<file path="src/hw/epsvb_regs.svh">
// register offsets, field positions and reset values of the exception pend block
`ifndef EPSVB_REGS_SVH
`define EPSVB_REGS_SVH
`define EPSVB_ADDR_W 32
`define EPSVB_ICS_ADDR 32'hE000ED04
`define EPSVB_VTO_ADDR 32'hE000ED08
`define EPSVB_ICS_RESET 32'h00000000
`define EPSVB_VTO_RESET 32'h00000000
`define EPSVB_NMI_SET_BIT 31
`define EPSVB_DS_SET_BIT 28
`define EPSVB_DS_CLR_BIT 27
`define EPSVB_ST_SET_BIT 26
`define EPSVB_ST_CLR_BIT 25
`define EPSVB_DEBUG_BIT 23
`define EPSVB_IRQ_PEND_BIT 22
`define EPSVB_PEND_HI 20
`define EPSVB_PEND_LO 12
`define EPSVB_NOPRE_BIT 11
`define EPSVB_ACT_HI 8
`define EPSVB_ACT_LO 0
`define EPSVB_TBL_HI 31
`define EPSVB_TBL_LO 9
`define EPSVB_EXT_OFFSET 9'h010
`define EPSVB_RESP_OKAY 2'h0
`define EPSVB_RESP_SLVERR 2'h2
`endif

</file>
<file path="src/hw/epsvb_pkg.sv">
// types of the exception pend block
package epsvb_pkg;
    typedef struct packed {
        logic [8:0] active_exception_number;
        logic no_preempted_active;
        logic [8:0] highest_pending_number;
        logic interrupt_pending_flag;
        logic debug_state;
    } epsvb_core_type;
    typedef struct packed {
        logic nmi_pend;
        logic ds_pend;
        logic st_pend;
    } epsvb_pend_type;
endpackage

</file>
<file path="src/hw/epsvb_top.sv">
// exception pend state and vector base registers with axi4-lite slave
//
// Chosen here: the placing of the registers and the AXI4-Lite register port.
`timescale 1ns/1ns
`default_nettype none
`include "epsvb_regs.svh"
// Behaviour
// - writing 1 to bit 31 pends the nonmaskable interrupt; reads show it
// - nonmaskable handler entry clears that pending bit
// - during handler, bit reads 1 only if input reasserted or software writes 1 to bit 31
// - writing 1 to bit 28 pends deferred service; reads show state
// - deferred service pends only by software write
// - writing 1 to bit 27 clears deferred service pending
// - writing 1 to bit 26 pends system tick; reads show state
// - writing 1 to bit 25 clears system tick pending
// - bit 23 reads zero outside debug state
// - bit 22 shows any interrupt pending, excluding nonmaskable and faults
// - bits 20:12 give highest pending enabled exception, or zero
// - highest pending honours base and fault masks, not primary mask
// - bit 11 reads 0 while preempted active exceptions remain
// - bits 8:0 give active exception number, zero in thread mode
// - external interrupt numbers are index plus 16
// - active field equals program status bits 8:0
// - vector base is an offset from address zero
// - offset register bits 31:9 give table offset bits 31:9
// - low nine bits of the effective offset are zero
// - registers at 0xE000ED04 and 0xE000ED08, privileged, reset zero
module epsvb_top (
    // clock and reset
    input wire logic aclk,
    input wire logic aresetn,
    // axi4-lite write address
    input wire logic [31:0] s_axi_awaddr,
    input wire logic [2:0] s_axi_awprot,
    input wire logic s_axi_awvalid,
    output logic s_axi_awready,
    // axi4-lite write data
    input wire logic [31:0] s_axi_wdata,
    input wire logic [3:0] s_axi_wstrb,
    input wire logic s_axi_wvalid,
    output logic s_axi_wready,
    // axi4-lite write response
    output logic [1:0] s_axi_bresp,
    output logic s_axi_bvalid,
    input wire logic s_axi_bready,
    // axi4-lite read address
    input wire logic [31:0] s_axi_araddr,
    input wire logic [2:0] s_axi_arprot,
    input wire logic s_axi_arvalid,
    output logic s_axi_arready,
    // axi4-lite read data
    output logic [31:0] s_axi_rdata,
    output logic [1:0] s_axi_rresp,
    output logic s_axi_rvalid,
    input wire logic s_axi_rready,
    // core status
    input wire epsvb_pkg::epsvb_core_type core_status,
    input wire logic nmi_request,
    input wire logic system_tick_exception_request,
    input wire logic nmi_handler_entry,
    input wire logic ds_handler_entry,
    input wire logic st_handler_entry,
    // pending state and vector base to core
    output epsvb_pkg::epsvb_pend_type pend_state,
    output logic [31:0] vector_table_base
);

    ////////////////////////////////////////////////////////////////////////
    // write channel capture
    logic aw_held_r;
    logic w_held_r;
    logic [31:0] awaddr_r;
    logic awpriv_r;
    logic [31:0] wdata_r;
    logic [3:0] wstrb_r;
    logic bvalid_r;
    logic [1:0] bresp_r;
    logic wr_go;
    logic wr_ics;
    logic wr_vto;
    logic [31:0] wr_data;

    assign s_axi_awready = !aw_held_r && !bvalid_r;
    assign s_axi_wready = !w_held_r && !bvalid_r;
    assign wr_go = aw_held_r && w_held_r && !bvalid_r;
    assign wr_ics = wr_go && awpriv_r && awaddr_r == `EPSVB_ICS_ADDR;
    assign wr_vto = wr_go && awpriv_r && awaddr_r == `EPSVB_VTO_ADDR;

    always_ff @(posedge aclk) begin
        if (!aresetn) begin
            aw_held_r <= 1'b0;
            awaddr_r <= 32'h00000000;
            awpriv_r <= 1'b0;
        end else if (s_axi_awvalid && s_axi_awready) begin
            aw_held_r <= 1'b1;
            awaddr_r <= {s_axi_awaddr[31:2], 2'h0};
            awpriv_r <= s_axi_awprot[0];
        end else if (wr_go) begin
            aw_held_r <= 1'b0;
        end
    end

    always_ff @(posedge aclk) begin
        if (!aresetn) begin
            w_held_r <= 1'b0;
            wdata_r <= 32'h00000000;
            wstrb_r <= 4'h0;
        end else if (s_axi_wvalid && s_axi_wready) begin
            w_held_r <= 1'b1;
            wdata_r <= s_axi_wdata;
            wstrb_r <= s_axi_wstrb;
        end else if (wr_go) begin
            w_held_r <= 1'b0;
        end
    end

    // byte lanes not strobed write as zero: no effect on set/clear bits
    genvar gi;
    generate
        for (gi = 0; gi < 4; gi = gi + 1) begin : g_lane
            assign wr_data[gi*8 +: 8] = wstrb_r[gi] ? wdata_r[gi*8 +: 8]
                                                    : 8'h00;
        end
    endgenerate

    always_ff @(posedge aclk) begin
        if (!aresetn) begin
            bvalid_r <= 1'b0;
            bresp_r <= `EPSVB_RESP_OKAY;
        end else if (wr_go) begin
            bvalid_r <= 1'b1;
            bresp_r <= (wr_ics || wr_vto) ? `EPSVB_RESP_OKAY
                                          : `EPSVB_RESP_SLVERR;
        end else if (s_axi_bready) begin
            bvalid_r <= 1'b0;
        end
    end

    assign s_axi_bvalid = bvalid_r;
    assign s_axi_bresp = bresp_r;

    property p_unpriv_write;
        @(posedge aclk) disable iff (!aresetn)
        (wr_go && !awpriv_r) |=> s_axi_bvalid &&
            s_axi_bresp == `EPSVB_RESP_SLVERR;
    endproperty
    a_unpriv_write: assert property (p_unpriv_write)
        else $error("unprivileged write accepted");

    ////////////////////////////////////////////////////////////////////////
    // pending bits
    logic nmi_pend_r;
    logic ds_pend_r;
    logic st_pend_r;
    logic [31:9] tbl_r;

    always_ff @(posedge aclk) begin
        if (!aresetn) begin
            nmi_pend_r <= 1'b0;
        end else if (nmi_request || (wr_ics && wr_data[`EPSVB_NMI_SET_BIT]))
        begin
            nmi_pend_r <= 1'b1;
        end else if (nmi_handler_entry) begin
            nmi_pend_r <= 1'b0;
        end
    end

    // set wins over clear; only software sets this one
    always_ff @(posedge aclk) begin
        if (!aresetn) begin
            ds_pend_r <= 1'b0;
        end else if (wr_ics && wr_data[`EPSVB_DS_SET_BIT]) begin
            ds_pend_r <= 1'b1;
        end else if ((wr_ics && wr_data[`EPSVB_DS_CLR_BIT]) ||
                     ds_handler_entry) begin
            ds_pend_r <= 1'b0;
        end
    end

    property p_ds_hold;
        @(posedge aclk) disable iff (!aresetn)
        (!ds_pend_r && !wr_ics) |=> !ds_pend_r;
    endproperty
    a_ds_hold: assert property (p_ds_hold)
        else $error("ds pended with no write");

    always_ff @(posedge aclk) begin
        if (!aresetn) begin
            st_pend_r <= 1'b0;
        end else if (system_tick_exception_request ||
                     (wr_ics && wr_data[`EPSVB_ST_SET_BIT])) begin
            st_pend_r <= 1'b1;
        end else if ((wr_ics && wr_data[`EPSVB_ST_CLR_BIT]) ||
                     st_handler_entry) begin
            st_pend_r <= 1'b0;
        end
    end

    always_ff @(posedge aclk) begin
        if (!aresetn) begin
            tbl_r <= 23'(`EPSVB_VTO_RESET >> `EPSVB_TBL_LO);
        end else if (wr_vto) begin
            tbl_r <= wr_data[`EPSVB_TBL_HI:`EPSVB_TBL_LO];
        end
    end

    assign pend_state.nmi_pend = nmi_pend_r;
    assign pend_state.ds_pend = ds_pend_r;
    assign pend_state.st_pend = st_pend_r;
    assign vector_table_base = {tbl_r, 9'h000};

    property p_vto_align;
        @(posedge aclk) disable iff (!aresetn)
        vector_table_base[8:0] == 9'h000;
    endproperty
    a_vto_align: assert property (p_vto_align)
        else $error("vector base low bits set");

    property p_vto_hold;
        @(posedge aclk) disable iff (!aresetn)
        !wr_vto |=> $stable(vector_table_base);
    endproperty
    a_vto_hold: assert property (p_vto_hold)
        else $error("vector base changed without write");

    ////////////////////////////////////////////////////////////////////////
    // read channel
    logic rvalid_r;
    logic [31:0] rdata_r;
    logic [1:0] rresp_r;
    logic [31:0] ics_view;

    always_comb begin
        ics_view = 32'h00000000;
        ics_view[`EPSVB_NMI_SET_BIT] = nmi_pend_r;
        ics_view[`EPSVB_DS_SET_BIT] = ds_pend_r;
        ics_view[`EPSVB_ST_SET_BIT] = st_pend_r;
        ics_view[`EPSVB_DEBUG_BIT] = 1'b0;
        // fed from the core's own priority logic
        ics_view[`EPSVB_IRQ_PEND_BIT] = core_status.interrupt_pending_flag;
        ics_view[`EPSVB_PEND_HI:`EPSVB_PEND_LO] =
            core_status.highest_pending_number;
        ics_view[`EPSVB_NOPRE_BIT] = core_status.no_preempted_active;
        ics_view[`EPSVB_ACT_HI:`EPSVB_ACT_LO] =
            core_status.active_exception_number;
    end

    assign s_axi_arready = !rvalid_r;

    always_ff @(posedge aclk) begin
        if (!aresetn) begin
            rvalid_r <= 1'b0;
            rdata_r <= 32'h00000000;
            rresp_r <= `EPSVB_RESP_OKAY;
        end else if (s_axi_arvalid && s_axi_arready) begin
            rvalid_r <= 1'b1;
            if (s_axi_arprot[0] &&
                {s_axi_araddr[31:2], 2'h0} == `EPSVB_ICS_ADDR) begin
                rdata_r <= ics_view;
                rresp_r <= `EPSVB_RESP_OKAY;
            end else if (s_axi_arprot[0] &&
                         {s_axi_araddr[31:2], 2'h0} == `EPSVB_VTO_ADDR) begin
                rdata_r <= {tbl_r, 9'h000};
                rresp_r <= `EPSVB_RESP_OKAY;
            end else begin
                rdata_r <= 32'h00000000;
                rresp_r <= `EPSVB_RESP_SLVERR;
            end
        end else if (s_axi_rready) begin
            rvalid_r <= 1'b0;
        end
    end

    assign s_axi_rvalid = rvalid_r;
    assign s_axi_rdata = rdata_r;
    assign s_axi_rresp = rresp_r;

    property p_read_vto;
        @(posedge aclk) disable iff (!aresetn)
        (s_axi_arvalid && s_axi_arready && s_axi_arprot[0] &&
         s_axi_araddr == `EPSVB_VTO_ADDR)
        |=> s_axi_rvalid && s_axi_rresp == `EPSVB_RESP_OKAY &&
            s_axi_rdata == $past(vector_table_base);
    endproperty
    a_read_vto: assert property (p_read_vto)
        else $error("vector base read mismatch");

    property p_ics_reserved;
        @(posedge aclk) disable iff (!aresetn)
        (s_axi_arvalid && s_axi_arready && s_axi_arprot[0] &&
         s_axi_araddr == `EPSVB_ICS_ADDR)
        |=> (s_axi_rdata & 32'h6B200600) == 32'h00000000;
    endproperty
    a_ics_reserved: assert property (p_ics_reserved)
        else $error("reserved status bits not zero");

    property p_read_status;
        @(posedge aclk) disable iff (!aresetn)
        (s_axi_arvalid && s_axi_arready && s_axi_arprot[0] &&
         s_axi_araddr == `EPSVB_ICS_ADDR)
        |=> s_axi_rdata[`EPSVB_PEND_HI:`EPSVB_PEND_LO] ==
            $past(core_status.highest_pending_number) &&
            s_axi_rdata[`EPSVB_IRQ_PEND_BIT] ==
            $past(core_status.interrupt_pending_flag) &&
            s_axi_rdata[`EPSVB_NOPRE_BIT] ==
            $past(core_status.no_preempted_active);
    endproperty
    a_read_status: assert property (p_read_status)
        else $error("status fields read mismatch");

    ////////////////////////////////////////////////////////////////////////
    // assertions
    property p_nmi_set;
        @(posedge aclk) disable iff (!aresetn)
        (wr_ics && wr_data[`EPSVB_NMI_SET_BIT]) |=> nmi_pend_r;
    endproperty
    a_nmi_set: assert property (p_nmi_set) else $error("nmi set lost");

    property p_nmi_clear;
        @(posedge aclk) disable iff (!aresetn)
        (nmi_handler_entry && !nmi_request && !wr_ics) |=> !nmi_pend_r;
    endproperty
    a_nmi_clear: assert property (p_nmi_clear)
        else $error("nmi not cleared on entry");

    property p_nmi_hold;
        @(posedge aclk) disable iff (!aresetn)
        (!nmi_pend_r && !nmi_request && !wr_ics) |=> !nmi_pend_r;
    endproperty
    a_nmi_hold: assert property (p_nmi_hold)
        else $error("nmi pended with no cause");

    property p_ds_set;
        @(posedge aclk) disable iff (!aresetn)
        (wr_ics && wr_data[`EPSVB_DS_SET_BIT]) |=> ds_pend_r;
    endproperty
    a_ds_set: assert property (p_ds_set) else $error("ds set lost");

    property p_ds_only_sw;
        @(posedge aclk) disable iff (!aresetn)
        $rose(ds_pend_r) |-> $past(wr_ics && wr_data[`EPSVB_DS_SET_BIT]);
    endproperty
    a_ds_only_sw: assert property (p_ds_only_sw)
        else $error("ds pended by hardware");

    property p_ds_clr;
        @(posedge aclk) disable iff (!aresetn)
        (wr_ics && wr_data[`EPSVB_DS_CLR_BIT] && !wr_data[`EPSVB_DS_SET_BIT])
        |=> !ds_pend_r;
    endproperty
    a_ds_clr: assert property (p_ds_clr) else $error("ds clear lost");

    property p_st_set;
        @(posedge aclk) disable iff (!aresetn)
        (wr_ics && wr_data[`EPSVB_ST_SET_BIT]) |=> st_pend_r;
    endproperty
    a_st_set: assert property (p_st_set) else $error("st set lost");

    property p_st_clr;
        @(posedge aclk) disable iff (!aresetn)
        (wr_ics && wr_data[`EPSVB_ST_CLR_BIT] && !wr_data[`EPSVB_ST_SET_BIT]
         && !system_tick_exception_request) |=> !st_pend_r;
    endproperty
    a_st_clr: assert property (p_st_clr) else $error("st clear lost");

    property p_read_ics;
        @(posedge aclk) disable iff (!aresetn)
        (s_axi_arvalid && s_axi_arready && s_axi_arprot[0] &&
         s_axi_araddr == `EPSVB_ICS_ADDR)
        |=> s_axi_rvalid && s_axi_rdata[`EPSVB_ACT_HI:`EPSVB_ACT_LO] ==
            $past(core_status.active_exception_number) &&
            s_axi_rdata[`EPSVB_DEBUG_BIT] == 1'b0;
    endproperty
    a_read_ics: assert property (p_read_ics)
        else $error("status read mismatch");

    property p_vto;
        @(posedge aclk) disable iff (!aresetn)
        wr_vto |=> vector_table_base ==
            {$past(wr_data[`EPSVB_TBL_HI:`EPSVB_TBL_LO]), 9'h000};
    endproperty
    a_vto: assert property (p_vto) else $error("vector base wrong");

endmodule
`default_nettype wire

</file>
<file path="config.mk">
export PLATFORM = sky130hd
export DESIGN_NAME = epsvb_top
export DESIGN_NICKNAME = d
export VERILOG_FILES = /design/src/hw/epsvb_pkg.sv /design/src/hw/epsvb_top.sv
export VERILOG_INCLUDE_DIRS = /design/src /design/src/hw
export SDC_FILE = /design/constraint.sdc
export NUM_CORES = 1
export LEC_CHECK = 0
export ABC_AREA = 1
export ABC_CLOCK_PERIOD_IN_PS = 1300
export BUFFER_PORTS_ARGS = -buffer_cell sky130_fd_sc_hd__buf_4
export CELL_PAD_IN_SITES_DETAIL_PLACEMENT = 2
export CELL_PAD_IN_SITES_GLOBAL_PLACEMENT = 2
export CORE_ASPECT_RATIO = 0.9
export CORE_MARGIN = 5
export CORE_UTILIZATION = 23
export CTS_BUF_LIST = sky130_fd_sc_hd__clkbuf_2 sky130_fd_sc_hd__clkbuf_4 sky130_fd_sc_hd__clkbuf_8
export CTS_CLUSTER_DIAMETER = 30
export CTS_CLUSTER_SIZE = 28
export DETAILED_ROUTE_END_ITERATION = 10
export GPL_ROUTABILITY_DRIVEN = 1
export PLACE_DENSITY = 0.88
export SLEW_MARGIN = 15
export SYNTH_ARGS = -nofsm -noshare
export SYNTH_HDL_FRONTEND = slang
export SYNTH_SLANG_ARGS = --single-unit
export TNS_END_PERCENT = 30
</file>
<file path="constraint.sdc">
create_clock -name aclk -period 1.3 [get_ports aclk]
set_input_delay 0.065 -clock aclk [delete_from_list [all_inputs] [get_ports aclk]]
set_output_delay 0.065 -clock aclk [all_outputs]
set_load 0.02 [all_outputs]
</file>
==> results of run 1 <==
[cell families (layout without fill, tap and decap cells)]
kind of cell | Yosys count | count (layout) | synth area share
buffers and inverters | 104 | 395 | 0.0944
AO/OA/AOI/OAI | 97 | 97 | 0.0916
AND/OR/NAND/NOR | 445 | 445 | 0.361
other | 1 | 12 | 0.000700
flip-flops | 121 | 121 | 0.452
[power by group]
| group | leakage (uW) | switching (uW) | total (uW) | internal, uW |
|---|---|---|---|---|
| Combinational | 0.00281 | 994 | 1880 | 887 |
| Sequential | 0.000998 | 193 | 4130 | 3940 |
| Clock | 0.000194 | 1890 | 3480 | 1590 |
| Total | 0.00400 | 3080 | 9500 | 6410 |
[worst max-delay path: stages (launching register included)]
cell,delay [ns]
dfxtp_2,0.36
nor2_2,0.15
nand2_1,0.10
nor2_2,0.13
nand2_2,0.08
nor2_4,0.17
nand2_4,0.12
buf_12,0.17
inv_8,0.07
o21ai_0,0.09
nor2_1,0.15
[metrics by stage]
step                      TNS [ns]  power, uW  worst slack [ns]   util
after floorplan              -1.89       4880           -0.0406      -
after global placement       -3.84       5530            -0.184  0.310
after detailed placement     -6.60       5600            -0.267  0.310
after CTS                    -4.64       9290            -0.189  0.376
after global routing        -12.92       9920            -0.446  0.390
final                        -9.27       9500            -0.374  0.390
[state kept, by name, summed over array words and instances (netlist names), 3 cells and up]
signal and count:
awaddr_r 30, s_axi_rdata 32, tbl_r 23, wdata_r 23, wstrb_r 3
[per-layer routing]
layer / global-route usage / wire [um] / vias to the layer above
met5: 0 / 0 / -
met4: 0.0728 / 833 / 0
met3: 0.0399 / 1390 / 55
met2: 0.354 / 14400 / 192
met1: 0.215 / 10900 / 3045
li1: - / - / 2968
[repair_timing]
action	4_1_cts	5_1_grt
pin swaps	8	31
endpoints found under the hold margin	83	0
gates resized for setup	48	104
hold buffers	85	0
gates cloned	4	2
endpoints found under the setup margin	58	100
buffers inserted	8	4
[path summary, 6_finish.rpt]
| kind | cells after the start | start | to | slack [ns] |
|---|---|---|---|---|
| setup / recovery | 10 | awaddr_r[21]$_SDFFE_PN0P_ | tbl_r[28]$_SDFFE_PN0P_ | -0.37 |
| hold / removal | 4 | s_axi_wvalid | w_held_r$_SDFFE_PN0P_ | 0.03 |
| setup reg to reg | 10 | awaddr_r[21]$_SDFFE_PN0P_ | tbl_r[28]$_SDFFE_PN0P_ | -0.37 |
| hold reg to reg | 2 | s_axi_rdata[29]$_SDFFE_PN0P_ | s_axi_rdata[29]$_SDFFE_PN0P_ | 0.47 |
[layout by cell type (no fill, tap or decap), drive strengths merged, types with 2 or more instances in the layout]
| cell | synthesis | layout |
|---|---|---|
| clkinvlp | 0 | 2 |
| clkinv | 3 | 8 |
| nand3b | 3 | 3 |
| nand4 | 18 | 18 |
| nor2 | 237 | 237 |
| nor3b | 9 | 9 |
| buf | 34 | 223 |
| nand3 | 24 | 24 |
| nand2 | 153 | 153 |
| clkbuf | 20 | 19 |
| a21oi | 24 | 24 |
| o21ai | 71 | 71 |
| dlygate4sd3 | 0 | 85 |
| conb | 1 | 11 |
| dfxtp | 121 | 121 |
| inv | 47 | 57 |
[area by class of cell]
class                           count  area [sq um]  area share
Tap cell                          302           378      0.0418
Clock inverter                     15           154      0.0170
Timing Repair Buffer              310          2760       0.306
Inverter                           50           211      0.0234
Sequential cell                   121          2440       0.271
Antenna cell                        1          2.50    0.000277
Timing Repair inverter              3          43.8     0.00485
Clock buffer                       17           234      0.0259
Multi-Input combinational cell    553          2800       0.310
==> out/results.ini, run 1 <==
[synthesis]
synth_common_cells = nor2_1, nand2_1, dfxtp_1, o21ai_0, inv_1
netlist.top_cell.by_area = dfxtp_1
yosys.cell_count.top_type = nor2_1
ys_types = 29
ys_ff_latch = 121
netlist_instances = 768
syn_avg_cell_area_sq_um = 6.97
synth_top_area_share = 0.452
synthesis.area_sq_um = 5360
synth_edf_count = 0
synth_warnings = 0
async_flop_share = 0
seq_area_frac_synth = 0.452
ys.flop_type = dfxtp_1
synthTopCellsByArea = dfxtp_1, nor2_1, nand2_1

[global_routing]
track_usage = 0.192
antenna_found_initial = 1
overflow = 0
grt_pass1_wl_um = 39500
grt_pass1_vias = 7032
grt_max_degree = 60

[cts]
clock_latency_ns = 0.46
clock_path_buffers = 2
cts.reportedPaths.clkPinSlew_ns = 0.09
cts-htree-levels = 4
clock-sinks = 121
cts_tree = built
cts_root_buf = clkbuf_8
numCtsBuffers = 17

[drt]
ant_nets = 0
num_vias = 6260
via_per_inst = 4.56
wl_per_cell_um = 20.1
routed_wirelength_um = 27500
drc = 0
drt_pass1_iterations = 4
drt_iter0_drc = 246

[floorplanning]
dieArea_sq_um = 26400
io_pins = 215
rows = 53
core_area_sq_um = 23100
die_y_um = 155
start_util = 0.231
fp.dieW_um = 171

[finish]
finalNetCount = 1195
fillerInstances = 2596
stdcell_count = 1372
finalInstanceArea_sq_um = 9030
syn_to_final_growth_pct = 68.6
drive_gt1_frac = 0.372

[pwr]
ir_drop_mv = 0.477
p_per_area_nw_per_um2 = 1050
leakage_uw = 0.00400

[sta]
maxSlewViolCount = 0
whs_ns = 0.0266
fmax_mhz = 597
setup_viol = 43
rsz0062_at_grt = yes
fin_crit_sh = 1.29
report.final.hold_viol_count = 0
fin_skew_ns = 0.0174
worst_slack_ns = -0.374
finalCriticalPeriod_ns = 1.67

[status]
violations = setup timing
status = finished with violations

[run]
cap_violations = 0

[placement]
postPlaceCellArea_sq_um = 7180
dp_hpwl_um = 15800
gp_congestion = 0.812
port_buffers = 184
dp_cells = 1238

[worst_hold_path]
hp-class = input port to flop

[setup_path]
critPathArrivalTime_ns = 2.05
path_class = flop to flop
start_kind = flop
worstPathRequired_ns = 1.68
path_max_fanout = 6
endpoint_kind = flop

No activity file was read; power rests on OpenSTA's default activity.
==> run 2: changes to the inputs <==
- REMOVE_ABC_BUFFERS: not set -> 1
==> run 2 against run 1 <==
Effect of this change:
- highest routed layer unchanged
- count of clock-buffer cells in the layout rose by 8
- the run still ends with setup timing left
- non-clock buffer count fell by 9
- die area did not move
==> out/results.ini, run 2 (synthesized netlist as in run 1, its figures left out) <==
[worst_hold_path]
hold_path_depth = 4  ; unchanged
whs_endpoint = awaddr_r[17]$_SDFFE_PN0P_  ; was w_held_r$_SDFFE_PN0P_
hp-class = input port to flop  ; unchanged
min_from = s_axi_awvalid  ; was s_axi_wvalid

[sta]
fmax_mhz = 635  ; was 597 MHz
rsz0062_at_grt = yes  ; unchanged
setup_viol = 41  ; was 43
finalCriticalPeriod_ns = 1.57  ; was 1.67 ns
worst_slack_ns = -0.274  ; was -0.374 ns
whs_ns = 0.0673  ; was 0.0266 ns
maxSlewViolCount = 0  ; unchanged
fin_skew_ns = 0.0217  ; was 0.0174 ns
fin_crit_sh = 1.21  ; was 1.29
report.final.hold_viol_count = 0  ; unchanged

[drt]
wl_per_cell_um = 20.4  ; was 20.1 um
wl_met1_um = 10800  ; was 10900 um
routed-wl-met2_um = 14400  ; about the same
drt_iter0_drc = 294  ; was 246
drt_pass1_iterations = 5  ; was 4
ant_nets = 0  ; unchanged
wl_met3_um = 1100  ; was 1390 um
drc = 0  ; unchanged
routed_wirelength_um = 27800  ; was 27500 um
via_per_inst = 4.59  ; was 4.56
top_layer_used = met4  ; unchanged
num_vias = 6259  ; was 6260

[finish]
largest_reg_flops = 32  ; unchanged
drive_gt1_frac = 0.322  ; was 0.372
final_common_cell = nor2_1  ; was buf_4
mostFrequentLayoutCells = nor2_1, buf_4, nand2_1  ; was buf_4, nor2_1, nand2_1, dfxtp_1, dlygate4sd3_1
syn_to_final_growth_pct = 62.1  ; was 68.6%
finalNetCount = 1184  ; was 1195

[cts]
clock_latency_ns = 0.45  ; was 0.46 ns
clock-sinks = 121  ; unchanged
cts-htree-levels = 4  ; unchanged
cts_root_buf = clkbuf_8  ; unchanged
clock_path_buffers = 2  ; unchanged
numCtsBuffers = 17  ; unchanged
cts.reportedPaths.clkPinSlew_ns = 0.09  ; about the same
cts_tree = built  ; unchanged

[global_routing]
grt_pass1_vias = 7197  ; was 7032
track_usage = 0.200  ; was 0.192
overflow = 0  ; unchanged
antenna_found_initial = 3  ; was 1
grt_pass1_wl_um = 40900  ; was 39500 um
grt_max_degree = 36  ; was 60

[setup_path]
critPathArrivalTime_ns = 1.90  ; was 2.05 ns
worstPathRequired_ns = 1.62  ; was 1.68 ns
worst_r2r_path_depth = 9  ; was 10
path_max_fanout = 5  ; was 6
reg2reg_slack_ns = -0.27  ; was -0.37 ns
start_kind = flop  ; unchanged
rr_endpoint = tbl_r[27]$_SDFFE_PN0P_  ; was tbl_r[28]$_SDFFE_PN0P_
endpoint_kind = flop  ; unchanged
critPathLaunch = s_axi_bvalid$_SDFFE_PN0P_  ; was awaddr_r[21]$_SDFFE_PN0P_
path_class = flop to flop  ; unchanged
reg2reg_from = s_axi_bvalid$_SDFFE_PN0P_  ; was awaddr_r[21]$_SDFFE_PN0P_

[floorplanning]
die_y_um = 155  ; unchanged
rows = 53  ; unchanged
io_pins = 215  ; unchanged
core_area_sq_um = 23100  ; unchanged
start_util = 0.231  ; unchanged
dieArea_sq_um = 26400  ; unchanged
fp.dieW_um = 171  ; unchanged

[pwr]
ir_drop_mv = 0.543  ; was 0.477 mV
leakage_uw = 0.00384  ; was 0.00400 uW
p_per_area_nw_per_um2 = 1120  ; was 1050 nW/um^2

[placement]
pre_cts_slack_ns = -0.295  ; was -0.267 ns
gp_congestion = 0.779  ; was 0.812
port_buffers = 184  ; unchanged
dp_hpwl_um = 16000  ; was 15800 um

[status]
status = finished with violations  ; unchanged
violations = setup timing  ; unchanged

[run]
cap_violations = 0  ; unchanged

## run 2: power breakdown
part,switching (uW),total [uW],internal (uW)
sequential,194,4140,3950
combinational,982,1820,837
clock,1670,3790,2130
## run 2: timing repair
action	in CTS	in global routing
pin swaps	4	18
gates cloned	1	0
setup buffers	1	1
endpoints found under the hold margin	83	0
resized for setup	22	54
endpoints found under the setup margin	88	87
hold buffers	84	0
## run 2: final cells by class
| type | count | area (sq um) |
|---|---|---|
| clock inverter | 7 | 116 |
| fill | 2670 | 14500 |
| multi-input combinational | 553 | 2620 |
| sequential | 121 | 2440 |
| clock buffer | 25 | 307 |
| antenna | 3 | 7.51 |
| timing repair buffer | 301 | 2590 |
| timing repair inverter | 1 | 16.3 |
| tap | 302 | 378 |
| inverter | 50 | 209 |
## run 2: worst max path at each step
stage | to | slack, ns | cells after the start
finish | tbl_r[27]$_SDFFE_PN0P_ | -0.27 | 9
global route | tbl_r[25]$_SDFFE_PN0P_ | -0.36 | 10
CTS | tbl_r[28]$_SDFFE_PN0P_ | -0.20 | 10
detailed placement | tbl_r[12]$_SDFFE_PN0P_ | -0.29 | 11
global placement | tbl_r[24]$_SDFFE_PN0P_ | -0.16 | 10
floorplan | s_axi_rdata[0]$_SDFFE_PN0P_ | -1.09 | 5
## run 2: routing by layer
metal / vias to the layer above / global-route usage
met1: 3066 / 0.220
met4: 0 / 0.0913
met3: 71 / 0.0342
met5: - / 0
li1: 2939 / -
met2: 183 / 0.373
## run 2: per-stage QoR
step | std cells | cell area [sq um] | power, uW | util | setup TNS (ns)
after floorplan | 724 | 5080 | 4780 | - | -74.38
after global placement | 1241 | 7170 | 5530 | 0.310 | -3.69
after detailed placement | 1241 | 7170 | 5620 | 0.310 | -8.51
after CTS | 1359 | 8520 | 9560 | 0.368 | -4.54
after global routing | 1363 | 8680 | 10100 | 0.375 | -10.39
final | 1363 | 8680 | 9750 | 0.375 | -6.80
## run 2: critical path, cell delays in order (launching register included)
cell and delay (ns):
dfxtp_2 0.36, inv_2 0.07, nand3_2 0.09, nor2_2 0.13
nand3_1 0.15, nor2_4 0.18, nand2_8 0.12, buf_8 0.16
o21ai_2 0.12, nor2_1 0.08
==> run 3: changes to the inputs <==
- PLACE_DENSITY: 0.88 -> 0.8
==> run 3 against run 2 <==
Effect of this change:
- the run still ends with setup timing left
- cell area rose by 4.5%
- global-route usage fell by 0.32 points
- die area did not move
- core utilization rose by 1.7 points
- worst setup slack got worse by 0.079 ns
- count of clock-buffer cells in the layout fell by 1
- critical path depth rose by 1
- first-iteration DRC count fell by 32%
- critical path type unchanged
- critical endpoint is now tbl_r[25]$_SDFFE_PN0P_
- largest cell class is now non-clock buffers
- highest routed layer unchanged
==> out/results.ini, run 3 (synthesized netlist as in run 1, its figures left out) <==
[status]
status = finished with violations  ; unchanged
violations = setup timing  ; unchanged

[placement]
dp_cells = 1241  ; unchanged
postPlaceCellArea_sq_um = 7170  ; unchanged
gp_congestion = 0.784  ; was 0.779
dp_hpwl_um = 15600  ; was 16000 um
port_buffers = 184  ; unchanged

[finish]
mostFrequentLayoutCells = buf_4, nor2_1, nand2_1  ; was nor2_1, buf_4, nand2_1
drive_gt1_frac = 0.358  ; was 0.322
final_common_cell = buf_4  ; was nor2_1
finalInstanceArea_sq_um = 9070  ; was 8680 sq um
syn_to_final_growth_pct = 69.3  ; was 62.1%
finalNetCount = 1198  ; was 1184
stdcell_count = 1376  ; was 1363
fillerInstances = 2594  ; was 2670
largest_reg_flops = 32  ; unchanged

[sta]
setup_viol = 66  ; was 41
tightest_slew_ns = 0.500
whs_ns = 0.124  ; was 0.0673 ns
fin_crit_sh = 1.27  ; was 1.21
report.final.hold_viol_count = 0  ; unchanged
worst_slack_ns = -0.354  ; was -0.274 ns
setup_tns_ns = -10.19  ; was -6.80 ns
fin_skew_ns = 0.0229  ; was 0.0217 ns
rsz0062_at_grt = yes  ; unchanged
relSlewSlack = 0.666
fmax_mhz = 605  ; was 635 MHz
maxSlewViolCount = 0  ; unchanged
finalCriticalPeriod_ns = 1.65  ; was 1.57 ns

[setup_path]
worstPathRequired_ns = 1.67  ; was 1.62 ns
path_class = flop to flop  ; unchanged
worst_r2r_path_depth = 10  ; was 9
cp_slowest_stage_delay_ns = 0.35  ; was 0.36 ns
rr_endpoint = tbl_r[25]$_SDFFE_PN0P_  ; was tbl_r[27]$_SDFFE_PN0P_
crit_slowest_cell = dfxtp_1  ; was dfxtp_2
critPathArrivalTime_ns = 2.03  ; was 1.90 ns
path_max_fanout = 5  ; unchanged
critPathTopFamily = simple AND/OR/NAND/NOR gates  ; unchanged
endpoint_kind = flop  ; unchanged
reg2reg_slack_ns = -0.35  ; was -0.27 ns
crit_buf_inv = 1  ; was 2
path_common_cell = nand2_2
crit_chain = nor2_2 -> nand2_2 -> nor2_4 -> nand2_2 -> nor2_4 -> nand2_8 -> buf_8 -> nand2_2 -> nand2_1 -> a21oi_1  ; was inv_2 -> nand3_2 -> nor2_2 -> nand3_1 -> nor2_4 -> nand2_8 -> buf_8 -> o21ai_2 -> nor2_1
reg2reg_from = awaddr_r[17]$_SDFFE_PN0P_  ; was s_axi_bvalid$_SDFFE_PN0P_
start_kind = flop  ; unchanged

[cts]
cts.reportedPaths.clkPinSlew_ns = 0.09  ; about the same
cts_tree = built  ; unchanged
clock-sinks = 121  ; unchanged
clock_path_buffers = 2  ; unchanged
cts-htree-levels = 4  ; unchanged
cts_root_buf = clkbuf_8  ; unchanged
clock_latency_ns = 0.46  ; was 0.45 ns
numCtsBuffers = 17  ; unchanged

[drt]
wl_per_cell_um = 22.2  ; was 20.4 um
routed_wirelength_um = 30500  ; was 27800 um
drt_pass1_iterations = 4  ; was 5
via_per_inst = 4.70  ; was 4.59
num_vias = 6470  ; was 6259
drt_iter0_drc = 199  ; was 294
ant_nets = 0  ; unchanged
drc = 0  ; unchanged

[floorplanning]
core_area_sq_um = 23100  ; unchanged
start_util = 0.231  ; unchanged
die_y_um = 155  ; unchanged
io_pins = 215  ; unchanged
fp.dieW_um = 171  ; unchanged
rows = 53  ; unchanged
dieArea_sq_um = 26400  ; unchanged

[global_routing]
grt_pass1_wl_um = 40100  ; was 40900 um
overflow = 0  ; unchanged
grt_max_degree = 53  ; was 36
antenna_found_initial = 3  ; unchanged
grt_pass1_vias = 6998  ; was 7197
track_usage = 0.197  ; was 0.200

[pwr]
leakage_uw = 0.00400  ; was 0.00384 uW
ir_drop_mv = 0.534  ; was 0.543 mV
p_per_area_nw_per_um2 = 1090  ; was 1120 nW/um^2

[worst_hold_path]
hp-class = input port to flop  ; unchanged
min_from = s_axi_arprot[0]  ; was s_axi_awvalid
whs_endpoint = s_axi_rdata[21]$_SDFFE_PN0P_  ; was awaddr_r[17]$_SDFFE_PN0P_
hold_path_depth = 4  ; unchanged

[run]
cap_violations = 0  ; unchanged

-- run 3: what timing repair did --
item,4_1_cts,5_1_grt
setup buffers,1,8
setup endpoints to repair,63,114
pin swaps,6,36
gates resized for setup,20,138
cloned,1,7
hold buffers,84,0
hold endpoints to repair,82,0
-- run 3: how the worst max path moves through the flow --
stage                                    startpoint                          end  slack, ns  depth (start not counted)
after floorplan           s_axi_rvalid$_SDFFE_PN0P_  s_axi_rdata[0]$_SDFFE_PN0P_      -1.09                          5
after global placement    awaddr_r[21]$_SDFFE_PN0P_       tbl_r[21]$_SDFFE_PN0P_      -0.15                         10
after detailed placement  awaddr_r[21]$_SDFFE_PN0P_        tbl_r[9]$_SDFFE_PN0P_      -0.33                         10
after CTS                 awaddr_r[15]$_SDFFE_PN0P_       tbl_r[25]$_SDFFE_PN0P_      -0.19                         11
after global routing      s_axi_bvalid$_SDFFE_PN0P_       tbl_r[25]$_SDFFE_PN0P_      -0.41                         10
final                     awaddr_r[17]$_SDFFE_PN0P_       tbl_r[25]$_SDFFE_PN0P_      -0.35                         10
-- run 3: area by class of cell --
cell class                      count  area, sq um  share of cell area
Tap cell                          302          378              0.0417
Antenna cell                        3         7.51            0.000828
Clock buffer                       24          312              0.0343
Clock inverter                      7         91.3              0.0101
Multi-Input combinational cell    553         2730               0.301
Timing Repair Buffer              314         2860               0.315
Inverter                           50          220              0.0243
Sequential cell                   121         2450               0.270
Timing Repair inverter              2         25.0             0.00276
-- run 3: report_power, final --
group,switching [uW],internal [uW]
Clock,1690,1960
Combinational,1110,982
Sequential,211,3940
-- run 3: worst register-to-register path, cell delays in order (launching register included) --
cell     delay, ns
dfxtp_1       0.35
nor2_2        0.18
nand2_2       0.10
nor2_4        0.13
nand2_2       0.09
nor2_4        0.18
nand2_8       0.13
buf_8         0.18
nand2_2       0.05
nand2_1       0.06
a21oi_1       0.13
-- run 3: layer usage --
layer | vias up | share of wire | wire length (um) | GRT usage
met2 | 243 | 0.52 | 15800 | 0.357
met3 | 91 | 0.043 | 1320 | 0.0376
li1 | 2973 | - | - | -
met5 | - | 0 | 0 | 0
met1 | 3163 | 0.38 | 11600 | 0.212
met4 | 0 | 0.060 | 1830 | 0.114
-- run 3: metrics by stage --
step	total power, uW	util	setup slack (ns)
finish	9890	0.392	-0.354
global route	10300	0.392	-0.411
CTS	9370	0.366	-0.187
detailed placement	5620	0.310	-0.332
global placement	5550	0.310	-0.152
floorplan	4780	-	-1.09
